<file path="src/nsl_params.svh">
// constants for the network status lamp sequencer
// assumes a single 20 MHz core clock and a plain register port
`ifndef NSL_PARAMS_SVH
`define NSL_PARAMS_SVH

// clock and timing, times in ms
`define NSL_CLK_HZ 20000000
`define NSL_TICK_MS 1
`define NSL_TICK_CYCLES (`NSL_CLK_HZ / 1000 * `NSL_TICK_MS)
`define NSL_FLASH_MS 500
`define NSL_STEST_MS 250
`define NSL_STEST_OFF_MS 250

// register offsets (byte addresses)
`define NSL_REG_CTRL 4'h0
`define NSL_REG_STAT 4'h4
`define NSL_REG_COND 4'h8

// control register
`define NSL_CTRL_MASTER_BIT 0
`define NSL_CTRL_RST 1'h1

// status register fields
`define NSL_STAT_PAT_LSB 0
`define NSL_STAT_PHASE_LSB 8
`define NSL_STAT_GREEN_BIT 12
`define NSL_STAT_RED_BIT 13

`endif

</file>
<file path="src/nsl_pkg.sv">
// types for the network status lamp sequencer
// assumes nsl_params.svh supplies the timing and register constants; pattern codes are set here
package nsl_pkg;

  // status conditions from the protocol engine
  typedef struct packed {
    logic self_test;
    logic dup_check_done;
    logic dup_addr_found;
    logic bus_off;
    logic net_power;
    logic conn_any;
    logic conn_all;
    logic minor_fault;
    logic conn_timeout;
  } nsl_cond_t;

  // lamp drive pair
  typedef struct packed {
    logic green;
    logic red;
  } nsl_lamp_t;

  // selected light pattern
  typedef enum logic [5:0] {
    PAT_DARK   = 6'h01,
    PAT_GRN_ON = 6'h02,
    PAT_GRN_FL = 6'h04,
    PAT_RED_FL = 6'h08,
    PAT_RED_ON = 6'h10,
    PAT_STEST  = 6'h20
  } nsl_pat_t;

endpackage : nsl_pkg

</file>
<file path="src/nsl_status_led.sv">
// module network status lamp sequencer: condition inputs to red/green drive
// assumes conditions are synchronous to core_clk and held as levels
//
// Our own choices: the address map and the address-and-strobe port.
`timescale 1ns/1ps
`include "nsl_params.svh"

// Functional notes
// - steady green when online and all configured connections established.
// - master: green 1 Hz flash when online with no established connection.
// - green, red, off pattern while power-on self test runs.
// - master: red 1 Hz flash on minor fault or lost remote node.
// - master: red flash when some connections exchange but others are missing.
// - slave: red flash on no connection, no exchange, timeout or no power.
// - steady red on duplicate node address or bus-off.
// - both dark when not online: check pending, or network power missing on a master.
// - each 1 Hz flash is 500 ms lit then 500 ms dark, repeating.
// - self test lights green 250 ms, red 250 ms, dark 250 ms, repeating while held.
module nsl_status_led #(
  parameter int TICK_CYCLES = `NSL_TICK_CYCLES,
  parameter int PRE_W = 15,
  parameter int MS_W = 10,
  parameter int FLASH_MS = `NSL_FLASH_MS,
  parameter int STEST_MS = `NSL_STEST_MS,
  parameter int STEST_OFF_MS = `NSL_STEST_OFF_MS
) (
  // clock and reset
  input wire logic core_clk,
  input wire logic sys_rst,
  // protocol engine status
  input nsl_pkg::nsl_cond_t cond,
  // register port
  input wire logic [3:0] reg_addr,
  input wire logic [31:0] reg_wdata,
  input wire logic reg_wr,
  input wire logic reg_rd,
  output logic [31:0] reg_rdata,
  // lamp drives
  output logic led_green,
  output logic led_red
);

  localparam logic [PRE_W-1:0] PRE_LAST = PRE_W'(TICK_CYCLES - 1);
  localparam logic [MS_W-1:0] FLASH_LAST = MS_W'(FLASH_MS - 1);
  localparam logic [MS_W-1:0] STEST_LAST = MS_W'(STEST_MS - 1);
  localparam logic [MS_W-1:0] STOFF_LAST = MS_W'(STEST_OFF_MS - 1);

  // control register
  logic ctrl_master_r;
  logic ctrl_master_nxt;

  // sequencer state
  nsl_pkg::nsl_pat_t pat_r;
  nsl_pkg::nsl_pat_t pat_nxt;
  nsl_pkg::nsl_pat_t pat_sel;
  logic pat_change;
  logic [PRE_W-1:0] pre_r;
  logic [PRE_W-1:0] pre_nxt;
  logic ms_tick;
  logic [MS_W-1:0] ms_r;
  logic [MS_W-1:0] ms_nxt;
  logic [1:0] phase_r;
  logic [1:0] phase_nxt;

  // output flops
  logic led_green_r;
  logic led_red_r;
  logic [31:0] rdata_r;
  nsl_pkg::nsl_lamp_t lamp_nxt;
  logic [31:0] rdata_nxt;

  // decoded conditions, one per candidate pattern
  logic online;
  logic red_flash_m;
  logic red_flash_s;
  logic want_stest;
  logic want_red_on;
  logic want_red_fl;
  logic want_grn_fl;
  logic want_grn_on;

  // last ms of a phase for the given pattern
  function automatic logic [MS_W-1:0] phase_last(
    input nsl_pkg::nsl_pat_t pat,
    input logic [1:0] phase
  );
    logic [MS_W-1:0] last;
    last = FLASH_LAST;
    if (pat == nsl_pkg::PAT_STEST) begin
      last = (phase == 2'h2) ? STOFF_LAST : STEST_LAST;
    end
    return last;
  endfunction : phase_last

  // phase that follows the given one
  function automatic logic [1:0] phase_step(
    input nsl_pkg::nsl_pat_t pat,
    input logic [1:0] phase
  );
    logic [1:0] step;
    step = 2'h0;
    if (pat == nsl_pkg::PAT_STEST) begin
      step = (phase == 2'h2) ? 2'h0 : phase + 2'h1;
    end else begin
      step = {1'b0, ~phase[0]};
    end
    return step;
  endfunction : phase_step

  // lamp drive for a pattern and phase
  function automatic nsl_pkg::nsl_lamp_t lamp_of(
    input nsl_pkg::nsl_pat_t pat,
    input logic [1:0] phase
  );
    nsl_pkg::nsl_lamp_t l;
    l = '0;
    unique case (pat)
      nsl_pkg::PAT_DARK: begin
        l = '0;
      end
      nsl_pkg::PAT_GRN_ON: begin
        l.green = 1'b1;
      end
      nsl_pkg::PAT_GRN_FL: begin
        l.green = (phase == 2'h0);
      end
      nsl_pkg::PAT_RED_FL: begin
        l.red = (phase == 2'h0);
      end
      nsl_pkg::PAT_RED_ON: begin
        l.red = 1'b1;
      end
      nsl_pkg::PAT_STEST: begin
        l.green = (phase == 2'h0);
        l.red = (phase == 2'h1);
      end
      default: begin
        l = '0;
      end
    endcase
    return l;
  endfunction : lamp_of

  // condition decode and pattern selection
  always_comb begin
    online = cond.dup_check_done & cond.net_power;
    // master: any lost exchange, timeout or partially connected set
    red_flash_m = online & (cond.minor_fault | cond.conn_timeout
                  | (cond.conn_any & ~cond.conn_all));
    // slave flags missing power too, so it outranks the dark case
    red_flash_s = cond.dup_check_done & (~cond.conn_any | cond.minor_fault
                  | cond.conn_timeout | ~cond.net_power);
    want_stest = cond.self_test;
    want_red_on = cond.dup_addr_found | cond.bus_off;
    want_red_fl = ctrl_master_r ? red_flash_m : red_flash_s;
    want_grn_fl = online & ~cond.conn_any;
    want_grn_on = online & cond.conn_all;
    // first match wins, so overlapping conditions never mix colours
    if (want_stest) begin
      pat_sel = nsl_pkg::PAT_STEST;
    end else if (want_red_on) begin
      pat_sel = nsl_pkg::PAT_RED_ON;
    end else if (want_red_fl) begin
      pat_sel = nsl_pkg::PAT_RED_FL;
    end else if (want_grn_fl) begin
      pat_sel = nsl_pkg::PAT_GRN_FL;
    end else if (want_grn_on) begin
      pat_sel = nsl_pkg::PAT_GRN_ON;
    end else begin
      pat_sel = nsl_pkg::PAT_DARK;
    end
  end

  // pattern register; any change restarts the timers below
  // a one-cycle condition glitch also restarts the flash, a known limitation
  always_comb begin
    pat_nxt = pat_sel;
    pat_change = (pat_sel != pat_r);
  end

  always_ff @(posedge core_clk) begin
    if (sys_rst) begin
      pat_r <= nsl_pkg::PAT_DARK;
    end else begin
      pat_r <= pat_nxt;
    end
  end

  // millisecond divider; an enable tick keeps all state on core_clk
  always_comb begin
    ms_tick = 1'b0;
    pre_nxt = pre_r + PRE_W'(1);
    if (pat_change) begin
      // realigned so the first lit phase is a whole number of ms
      pre_nxt = '0;
    end else if (pre_r == PRE_LAST) begin
      pre_nxt = '0;
      ms_tick = 1'b1;
    end
  end

  always_ff @(posedge core_clk) begin
    if (sys_rst) begin
      pre_r <= '0;
    end else begin
      pre_r <= pre_nxt;
    end
  end

  // phase timer counts whole ms inside the current phase
  always_comb begin
    ms_nxt = ms_r;
    phase_nxt = phase_r;
    if (pat_change) begin
      // fresh pattern always opens on its lit phase
      ms_nxt = '0;
      phase_nxt = 2'h0;
    end else if (ms_tick) begin
      if (ms_r == phase_last(pat_r, phase_r)) begin
        ms_nxt = '0;
        phase_nxt = phase_step(pat_r, phase_r);
      end else begin
        ms_nxt = ms_r + MS_W'(1);
      end
    end
  end

  always_ff @(posedge core_clk) begin
    if (sys_rst) begin
      ms_r <= '0;
      phase_r <= 2'h0;
    end else begin
      ms_r <= ms_nxt;
      phase_r <= phase_nxt;
    end
  end

  // drive worked out from next state so it lines up with phase_r
  always_comb begin
    lamp_nxt = lamp_of(pat_nxt, phase_nxt);
  end

  always_ff @(posedge core_clk) begin
    if (sys_rst) begin
      led_green_r <= 1'b0;
      led_red_r <= 1'b0;
    end else begin
      led_green_r <= lamp_nxt.green;
      led_red_r <= lamp_nxt.red;
    end
  end

  // role register; writes to other offsets are dropped
  always_comb begin
    ctrl_master_nxt = ctrl_master_r;
    if (reg_wr && reg_addr == `NSL_REG_CTRL) begin
      ctrl_master_nxt = reg_wdata[`NSL_CTRL_MASTER_BIT];
    end
  end

  always_ff @(posedge core_clk) begin
    if (sys_rst) begin
      ctrl_master_r <= `NSL_CTRL_RST;
    end else begin
      ctrl_master_r <= ctrl_master_nxt;
    end
  end

  // read port; data stand for one cycle only, zero otherwise
  always_comb begin
    rdata_nxt = 32'h00000000;
    if (reg_rd) begin
      unique case (reg_addr)
        `NSL_REG_CTRL: begin
          rdata_nxt[`NSL_CTRL_MASTER_BIT] = ctrl_master_r;
        end
        `NSL_REG_STAT: begin
          rdata_nxt[`NSL_STAT_PAT_LSB +: 6] = pat_r;
          rdata_nxt[`NSL_STAT_PHASE_LSB +: 2] = phase_r;
          rdata_nxt[`NSL_STAT_GREEN_BIT] = led_green_r;
          rdata_nxt[`NSL_STAT_RED_BIT] = led_red_r;
        end
        `NSL_REG_COND: begin
          rdata_nxt[8:0] = cond;
        end
        default: begin
          rdata_nxt = 32'h00000000;
        end
      endcase
    end
  end

  always_ff @(posedge core_clk) begin
    if (sys_rst) begin
      rdata_r <= 32'h00000000;
    end else begin
      rdata_r <= rdata_nxt;
    end
  end

  assign reg_rdata = rdata_r;
  assign led_green = led_green_r;
  assign led_red = led_red_r;

endmodule : nsl_status_led

</file>
<file path="config.mk">
export PLATFORM = sky130hd
export DESIGN_NAME = nsl_status_led
export DESIGN_NICKNAME = d
export VERILOG_FILES = /design/src/nsl_pkg.sv /design/src/nsl_status_led.sv
export VERILOG_INCLUDE_DIRS = /design/src /design/src/src
export SDC_FILE = /design/constraint.sdc
export NUM_CORES = 1
export LEC_CHECK = 0
export BUFFER_PORTS_ARGS = -buffer_cell sky130_fd_sc_hd__buf_4
export CORE_MARGIN = 1
export CORE_UTILIZATION = 45
export DETAILED_ROUTE_END_ITERATION = 6
export PLACE_DENSITY = 0.76
export SLEW_MARGIN = 20
export SYNTH_ARGS = -nofsm -noshare
export SYNTH_HDL_FRONTEND = slang
export SYNTH_SLANG_ARGS = --single-unit
</file>
<file path="constraint.sdc">
create_clock -name core_clk -period 2.3 [get_ports core_clk]
set_clock_uncertainty 0.1 [all_clocks]
set_input_delay 0.46 -clock core_clk [delete_from_list [all_inputs] [get_ports core_clk]]
set_output_delay 0.46 -clock core_clk [all_outputs]
set_load 0.02 [all_outputs]
</file>
==> impl_metrics.py, run 1 <==
metrics = {
    "clock_tree": {
        "cts_tree": "yes",
        "clock_path_buffers": 2,
        "clock_latency_ns": 0.30,
        "cts-root-buf": "clkbuf_8",
        "cts.sinks": 48,
        "h-tree-depth": 2,
        "path_clk_slew_ns": 0.09,
        "cts_made_buffers": 5,
        "cts_setup_buffers": 0,
    },
    "placed_design": {
        "port_buffers": 31,
        "dp_cells": 404,
        "gp_congestion": 0.9020,
        "dp_hpwl_mm": 3.591,
    },
    "finish": {
        "syn2layout_area_growth_pct": 26.83,
        "nets": 392,
        "layout_commonest_cell": "buf_4",
        "finalNonFillerCells": 412,
        "num_antenna_cells": 0,
        "final_cell_mix": "70 x buf_4, 48 x dfxtp_1, 44 x nor2_1",
        "drive_above_1_share": 0.2573,
        "fillers": 441,
    },
    "floorplanning": {
        "io_pins": 83,
        "core_area_um2": 5107,
        "rows": 26,
        "start_util": 0.4694,
        "die_x_um": 74.99,
        "die_h_um": 74.99,
        "dieArea_um2": 5624,
    },
    "synthesis": {
        "avgSynthCellArea_um2": 8.814,
        "syn-cell-area_um2": 2397,
        "synthTopCellsByArea": "dfxtp_1 40%, nor2_1 6.9%, buf_4 6.3%",
        "synth_top_flop_cell": "dfxtp_1",
        "synth_largest_area_cell": "dfxtp_1",
        "synth_fa_ha_area_frac": 0.01044,
        "synthArstFlopShare": 0,
        "synth_cell_types": 54,
        "yosysWarnings": 0,
        "synth_edf_count": 0,
        "muxShareOfSynthArea": 0.02505,
        "synth_compound_area_frac": 0.1310,
        "ys_ff_latch": 48,
        "synth_top_family_by_area": "simple AND/OR/NAND/NOR gates",
        "synth-xor-area-share": 0.08403,
        "synth_top_area_share": 0.4008,
        "seq_area_frac_synth": 0.4008,
        "synth_cells": 272,
        "synthSimpleGateAreaFrac": 0.2636,
    },
    "timing": {
        "setup_viol": 3,
        "timing.fmax_mhz": 391.0,
        "slew_violations": 0,
        "finalCriticalPeriod_ns": 2.558,
        "period_share": 1.112,
        "setup_ws_ns": -0.2577,
        "fin_setup_tns_ns": -0.5731,
        "rsz0062_at_grt": "yes",
        "hold_viol_final": 0,
    },
    "grt": {
        "grt-ovfl-total": 0,
        "grt_start_max_net_pins": 17,
        "grt_pass1_wl_mm": 7.845,
        "grt_pass1_vias": 1838,
        "antenna_found_initial": 0,
        "gr-usage-all-layers": 0.1828,
    },
    "setup_path": {
        "arrival_ns": 2.65,
        "critPathKind": "register to register",
        "crit_fanout": 2,
        "end_kind": "register",
        "crit_family": "simple AND/OR/NAND/NOR gates",
        "slowest_stage": "or4_4",
        "worst_r2r_endpoint": "led_green",
        "reg2reg_from": "pat_r[0]",
        "r2r_slack_ns": -0.26,
        "slowest_delay_ns": 0.50,
        "crit_buf_inv": 0,
        "crit_chain": "or3_4 > or4_4 > a2111o_1 > mux2i_1 > or4_1 > a21o_1",
        "r2r_cells": 6,
        "cp-start-kind": "register",
        "worstPathRequired_ns": 2.39,
    },
    "drt": {
        "routedWlPerCell_um": 11.46,
        "drc": 0,
        "drt_iter0_markers": 111,
        "postRouteWirelength_mm": 4.723,
        "viasPerCell": 4.990,
        "antenna_left": 0,
        "route.vias.total": 2056,
        "dr.pass1.iters": 4,
    },
    "outcome": {
        "status": "finished with violations",
        "violations": "negative setup slack",
    },
    "pwr": {
        "p_per_area_nw_per_um2": 534.6,
        "power_mw": 1.625,
        "leakage_nw": 1.231,
        "vdd_drop_max_mv": 0.2801,
    },
    "hold_path": {
        "worstHoldEndpoint": "reg_rdata[7]",
        "min_delay_path_depth": 2,
        "worstHoldStart": "cond[7]",
        "hp-class": "input port to register",
    },
    "flow_run": {
        "drv_cap": 0,
    },
}
synth_stat cells (all sizes together), types with 3 or more instances:
cell,number
and3,4
nor2b,5
or4,3
buf,21
xor2,15
or3b,3
and2,7
mux2i,6
nand4,5
nor2,44
dfxtp,48
inv,6
clkbuf,6
nor3,8
a21oi,8
nor4,4
nand2,13
xnor2,8
nand3,12
a22o,6
report_power, final:
| group | internal (mW) | switching (mW) | total [mW] |
|---|---|---|---|
| sequential | 0.838 | 0.00402 | 0.842 |
| combinational | 0.0695 | 0.0959 | 0.165 |
| clock | 0.328 | 0.290 | 0.618 |
cell type report:
cell class	count	area, um2	share of cell area
Clock inverter	3	47.55	0.01564
Clock buffer	5	68.82	0.02263
Timing Repair Buffer	70	525.5	0.1728
Inverter	6	22.52	0.007407
Multi-Input combinational cell	210	1328	0.4366
Tap cell	70	87.58	0.02881
Sequential cell	48	960.9	0.3160
kinds of logic (layout without fill, tap and decap cells):
family | after synthesis | count (layout)
muxes | 6 | 6
and+or+nand+nor | 121 | 121
xor gates and xnor gates | 23 | 23
other | 1 | 20
AOI/OAI and AO/OA | 38 | 38
DFF | 48 | 48
buffers and inverters | 33 | 84
adders and majority gates | 2 | 2
sequential cells by signal (all words and copies together) (netlist names):
| register | cells |
|---|---|
| reg_rdata | 12 |
| led_red | 1 |
| pat_r | 6 |
| led_green | 1 |
| phase_r | 2 |
| ctrl_master_r | 1 |
| ms_r | 10 |
| pre_r | 15 |
worst register-to-register path: stages (launching register included):
cell and delay, ns:
dfxtp_1 0.32, or3_4 0.40, or4_4 0.50, a2111o_1 0.42, mux2i_1 0.13, or4_1 0.40, a21o_1 0.19
worst max-delay path by stage:
stage,from,slack (ns),cells after the start,end
2_1_floorplan,pat_r[0],-0.23,6,led_green
3_3_place_gp,pat_r[0],-0.25,6,led_green
3_5_place_dp,pat_r[0],-0.25,6,led_green
4_1_cts,pat_r[0],-0.27,6,led_green
5_1_grt,pat_r[0],-0.32,6,led_green
6_report,pat_r[0],-0.26,6,led_green
through the flow:
step	util	setup slack [ns]	hold WS [ns]	cell area, um2
floorplan	-	-0.2280	0.3302	2480
global placement	0.5706	-0.2470	0.3430	2914
detailed placement	0.5706	-0.2545	0.3565	2914
CTS	0.5953	-0.2701	0.2822	3040
global route	0.5953	-0.3230	0.2819	3040
finish	0.5953	-0.2577	0.2856	3040
repair_timing:
action	in CTS	in global routing
gates resized for setup	2	0
pin swaps	0	1
hold buffers	0	0
setup endpoints to repair	10	10
routing by layer:
metal | track usage | vias up | part of all wire
met2 | 0.3243 | 39 | 0.49
met5 | 0 | - | 0
met3 | 0.03213 | 4 | 0.037
met4 | 0.06289 | 0 | 0.0087
li1 | - | 1058 | -
met1 | 0.2225 | 955 | 0.47
Note: power is estimated with default switching activity, not from simulation.
==> run 2: changes to the inputs <==
--- a/config.mk
+++ b/config.mk
@@ -11,6 +11,8 @@
 export CORE_UTILIZATION = 45
 export DETAILED_ROUTE_END_ITERATION = 6
 export PLACE_DENSITY = 0.76
+export SKIP_CTS_REPAIR_TIMING = 1
+export SKIP_LAST_GASP = 1
 export SLEW_MARGIN = 20
 export SYNTH_ARGS = -nofsm -noshare
 export SYNTH_HDL_FRONTEND = slang
==> run 2 against run 1 <==
The flow still finishes with violations (negative setup slack); worst hold slack gained 0.0011 ns; combinational power is essentially flat; sequential cell count is the same; sequential power is essentially flat; count of clock-buffer cells in the layout is the same; sequential share of layout area did not move; first-iteration DRC count decreased by 6.3%; wire length about the same; cell count did not move; largest power group unchanged.
==> impl_metrics.py, run 2 (synthesized netlist as in run 1, its figures left out) <==
metrics = {
    "outcome": {
        "status": "finished with violations",
        "violations": "negative setup slack",
    },
    "clock_tree": {
        "clock_path_buffers": 2,
        "cts_tree": "yes",
        "path_clk_slew_ns": 0.09,
        "cts.sinks": 48,
        "h-tree-depth": 2,
        "cts_made_buffers": 5,
        "clock_latency_ns": 0.30,
        "cts-root-buf": "clkbuf_8",
    },
    "grt": {
        "grt_start_max_net_pins": 17,
        "grt_pass1_vias": 1842,
        "grt-ovfl-total": 0,
        "antenna_found_initial": 0,
        "grt_pass1_wl_mm": 7.776,
        "gr-usage-all-layers": 0.1805,
    },
    "pwr": {
        "leakage_nw": 1.231,
        "p_per_area_nw_per_um2": 534.1,
        "vdd_drop_max_mv": 0.2759,
    },
    "setup_path": {
        "arrival_ns": 2.65,
        "slowest_delay_ns": 0.50,
        "slowest_stage": "or4_4",
        "crit_fanout": 2,
        "end_kind": "register",
        "critPathKind": "register to register",
        "cp-start-kind": "register",
        "worstPathRequired_ns": 2.39,
        "crit_chain": "or3_4 > or4_4 > a2111o_1 > mux2i_1 > or4_1 > a21o_1",
    },
    "timing": {
        "setup_ws_ns": -0.2559,
        "finalCriticalPeriod_ns": 2.556,
        "hold_viol_final": 0,
        "fin_setup_tns_ns": -0.5522,
        "period_share": 1.111,
        "setup_viol": 3,
        "rsz0062_at_grt": "yes",
        "timing.hold.ws_ns": 0.2867,
        "timing.fmax_mhz": 391.3,
        "slew_violations": 0,
    },
    "drt": {
        "route.vias.total": 2052,
        "antenna_left": 0,
        "viasPerCell": 4.981,
        "dr.pass1.iters": 4,
        "drt_iter0_markers": 104,
        "drc": 0,
        "routedWlPerCell_um": 11.47,
        "postRouteWirelength_mm": 4.724,
    },
    "floorplanning": {
        "dieArea_um2": 5624,
        "io_pins": 83,
        "core_area_um2": 5107,
        "die_h_um": 74.99,
        "start_util": 0.4694,
        "rows": 26,
        "die_x_um": 74.99,
    },
    "placed_design": {
        "dp_hpwl_mm": 3.591,
        "place_ws_ns": -0.2545,
        "port_buffers": 31,
        "gp_congestion": 0.9020,
        "dpl-instance-area_um2": 2914,
    },
    "finish": {
        "num_antenna_cells": 0,
        "largest_reg_flops": 15,
        "multi_input_area_um2": 1328,
        "register_area_um2": 960.9,
        "nets": 392,
        "syn2layout_area_growth_pct": 26.83,
        "final_cell_mix": "70 x buf_4, 48 x dfxtp_1, 44 x nor2_1",
        "top_register": "pre_r",
        "drive_above_1_share": 0.2573,
        "fillers": 441,
        "final_cell_area_um2": 3040,
        "layout_commonest_cell": "buf_4",
    },
    "flow_run": {
        "drv_cap": 0,
    },
    "hold_path": {
        "hp-class": "input port to register",
    },
}
[run 2: cell counts in the layout (fill, tap and decap cells not counted)]
No cell type changed its count.
[run 2: area by class of cell]
cell class	instances	area share
flip-flops and latches	48	0.3160
clock inverters	3	0.01564
repair buffers	70	0.1728
clock buffers	5	0.02263
multi-input cells	210	0.4366
inverters	6	0.007407
well taps	70	0.02881
[run 2: critical path: cells and delay by family (launching register included)]
family	cells	cell delay, ns
AO/OA/AOI/OAI	2	0.61
flip-flops	1	0.32
multiplexers	1	0.13
AND/OR/NAND/NOR	3	1.30
[run 2: power by group]
group | leakage [nW] | internal [mW] | switching [mW]
combinational | 0.784 | 0.0695 | 0.0957
clock | 0.0583 | 0.328 | 0.289
sequential | 0.388 | 0.838 | 0.00402
total | 1.23 | 1.24 | 0.389
[run 2: per-layer routing]
metal | global-route usage | part of all wire | vias to the layer above
met5 | 0 | 0 | -
li1 | - | - | 1061
met1 | 0.2208 | 0.47 | 943
met4 | 0.06289 | 0.0087 | 0
met3 | 0.03213 | 0.041 | 4
met2 | 0.3183 | 0.48 | 44
[run 2: stage by stage]
| step | power (mW) | std cells | util |
|---|---|---|---|
| after floorplan | 0.9795 | 291 | - |
| after global placement | 1.022 | 404 | 0.5706 |
| after detailed placement | 1.024 | 404 | 0.5706 |
| after CTS | 1.642 | 412 | 0.5933 |
| after global routing | 1.691 | 412 | 0.5953 |
| final | 1.624 | 412 | 0.5953 |
[run 2: path summary, 6_finish.rpt]
check	start	end	slack, ns	cells after the start
setup / recovery	pat_r[0]	led_green	-0.26	6
hold / removal	cond[7]	reg_rdata[7]	0.29	2
setup reg to reg	pat_r[0]	led_green	-0.26	6
hold reg to reg	pre_r[0]	pre_r[0]	0.37	1
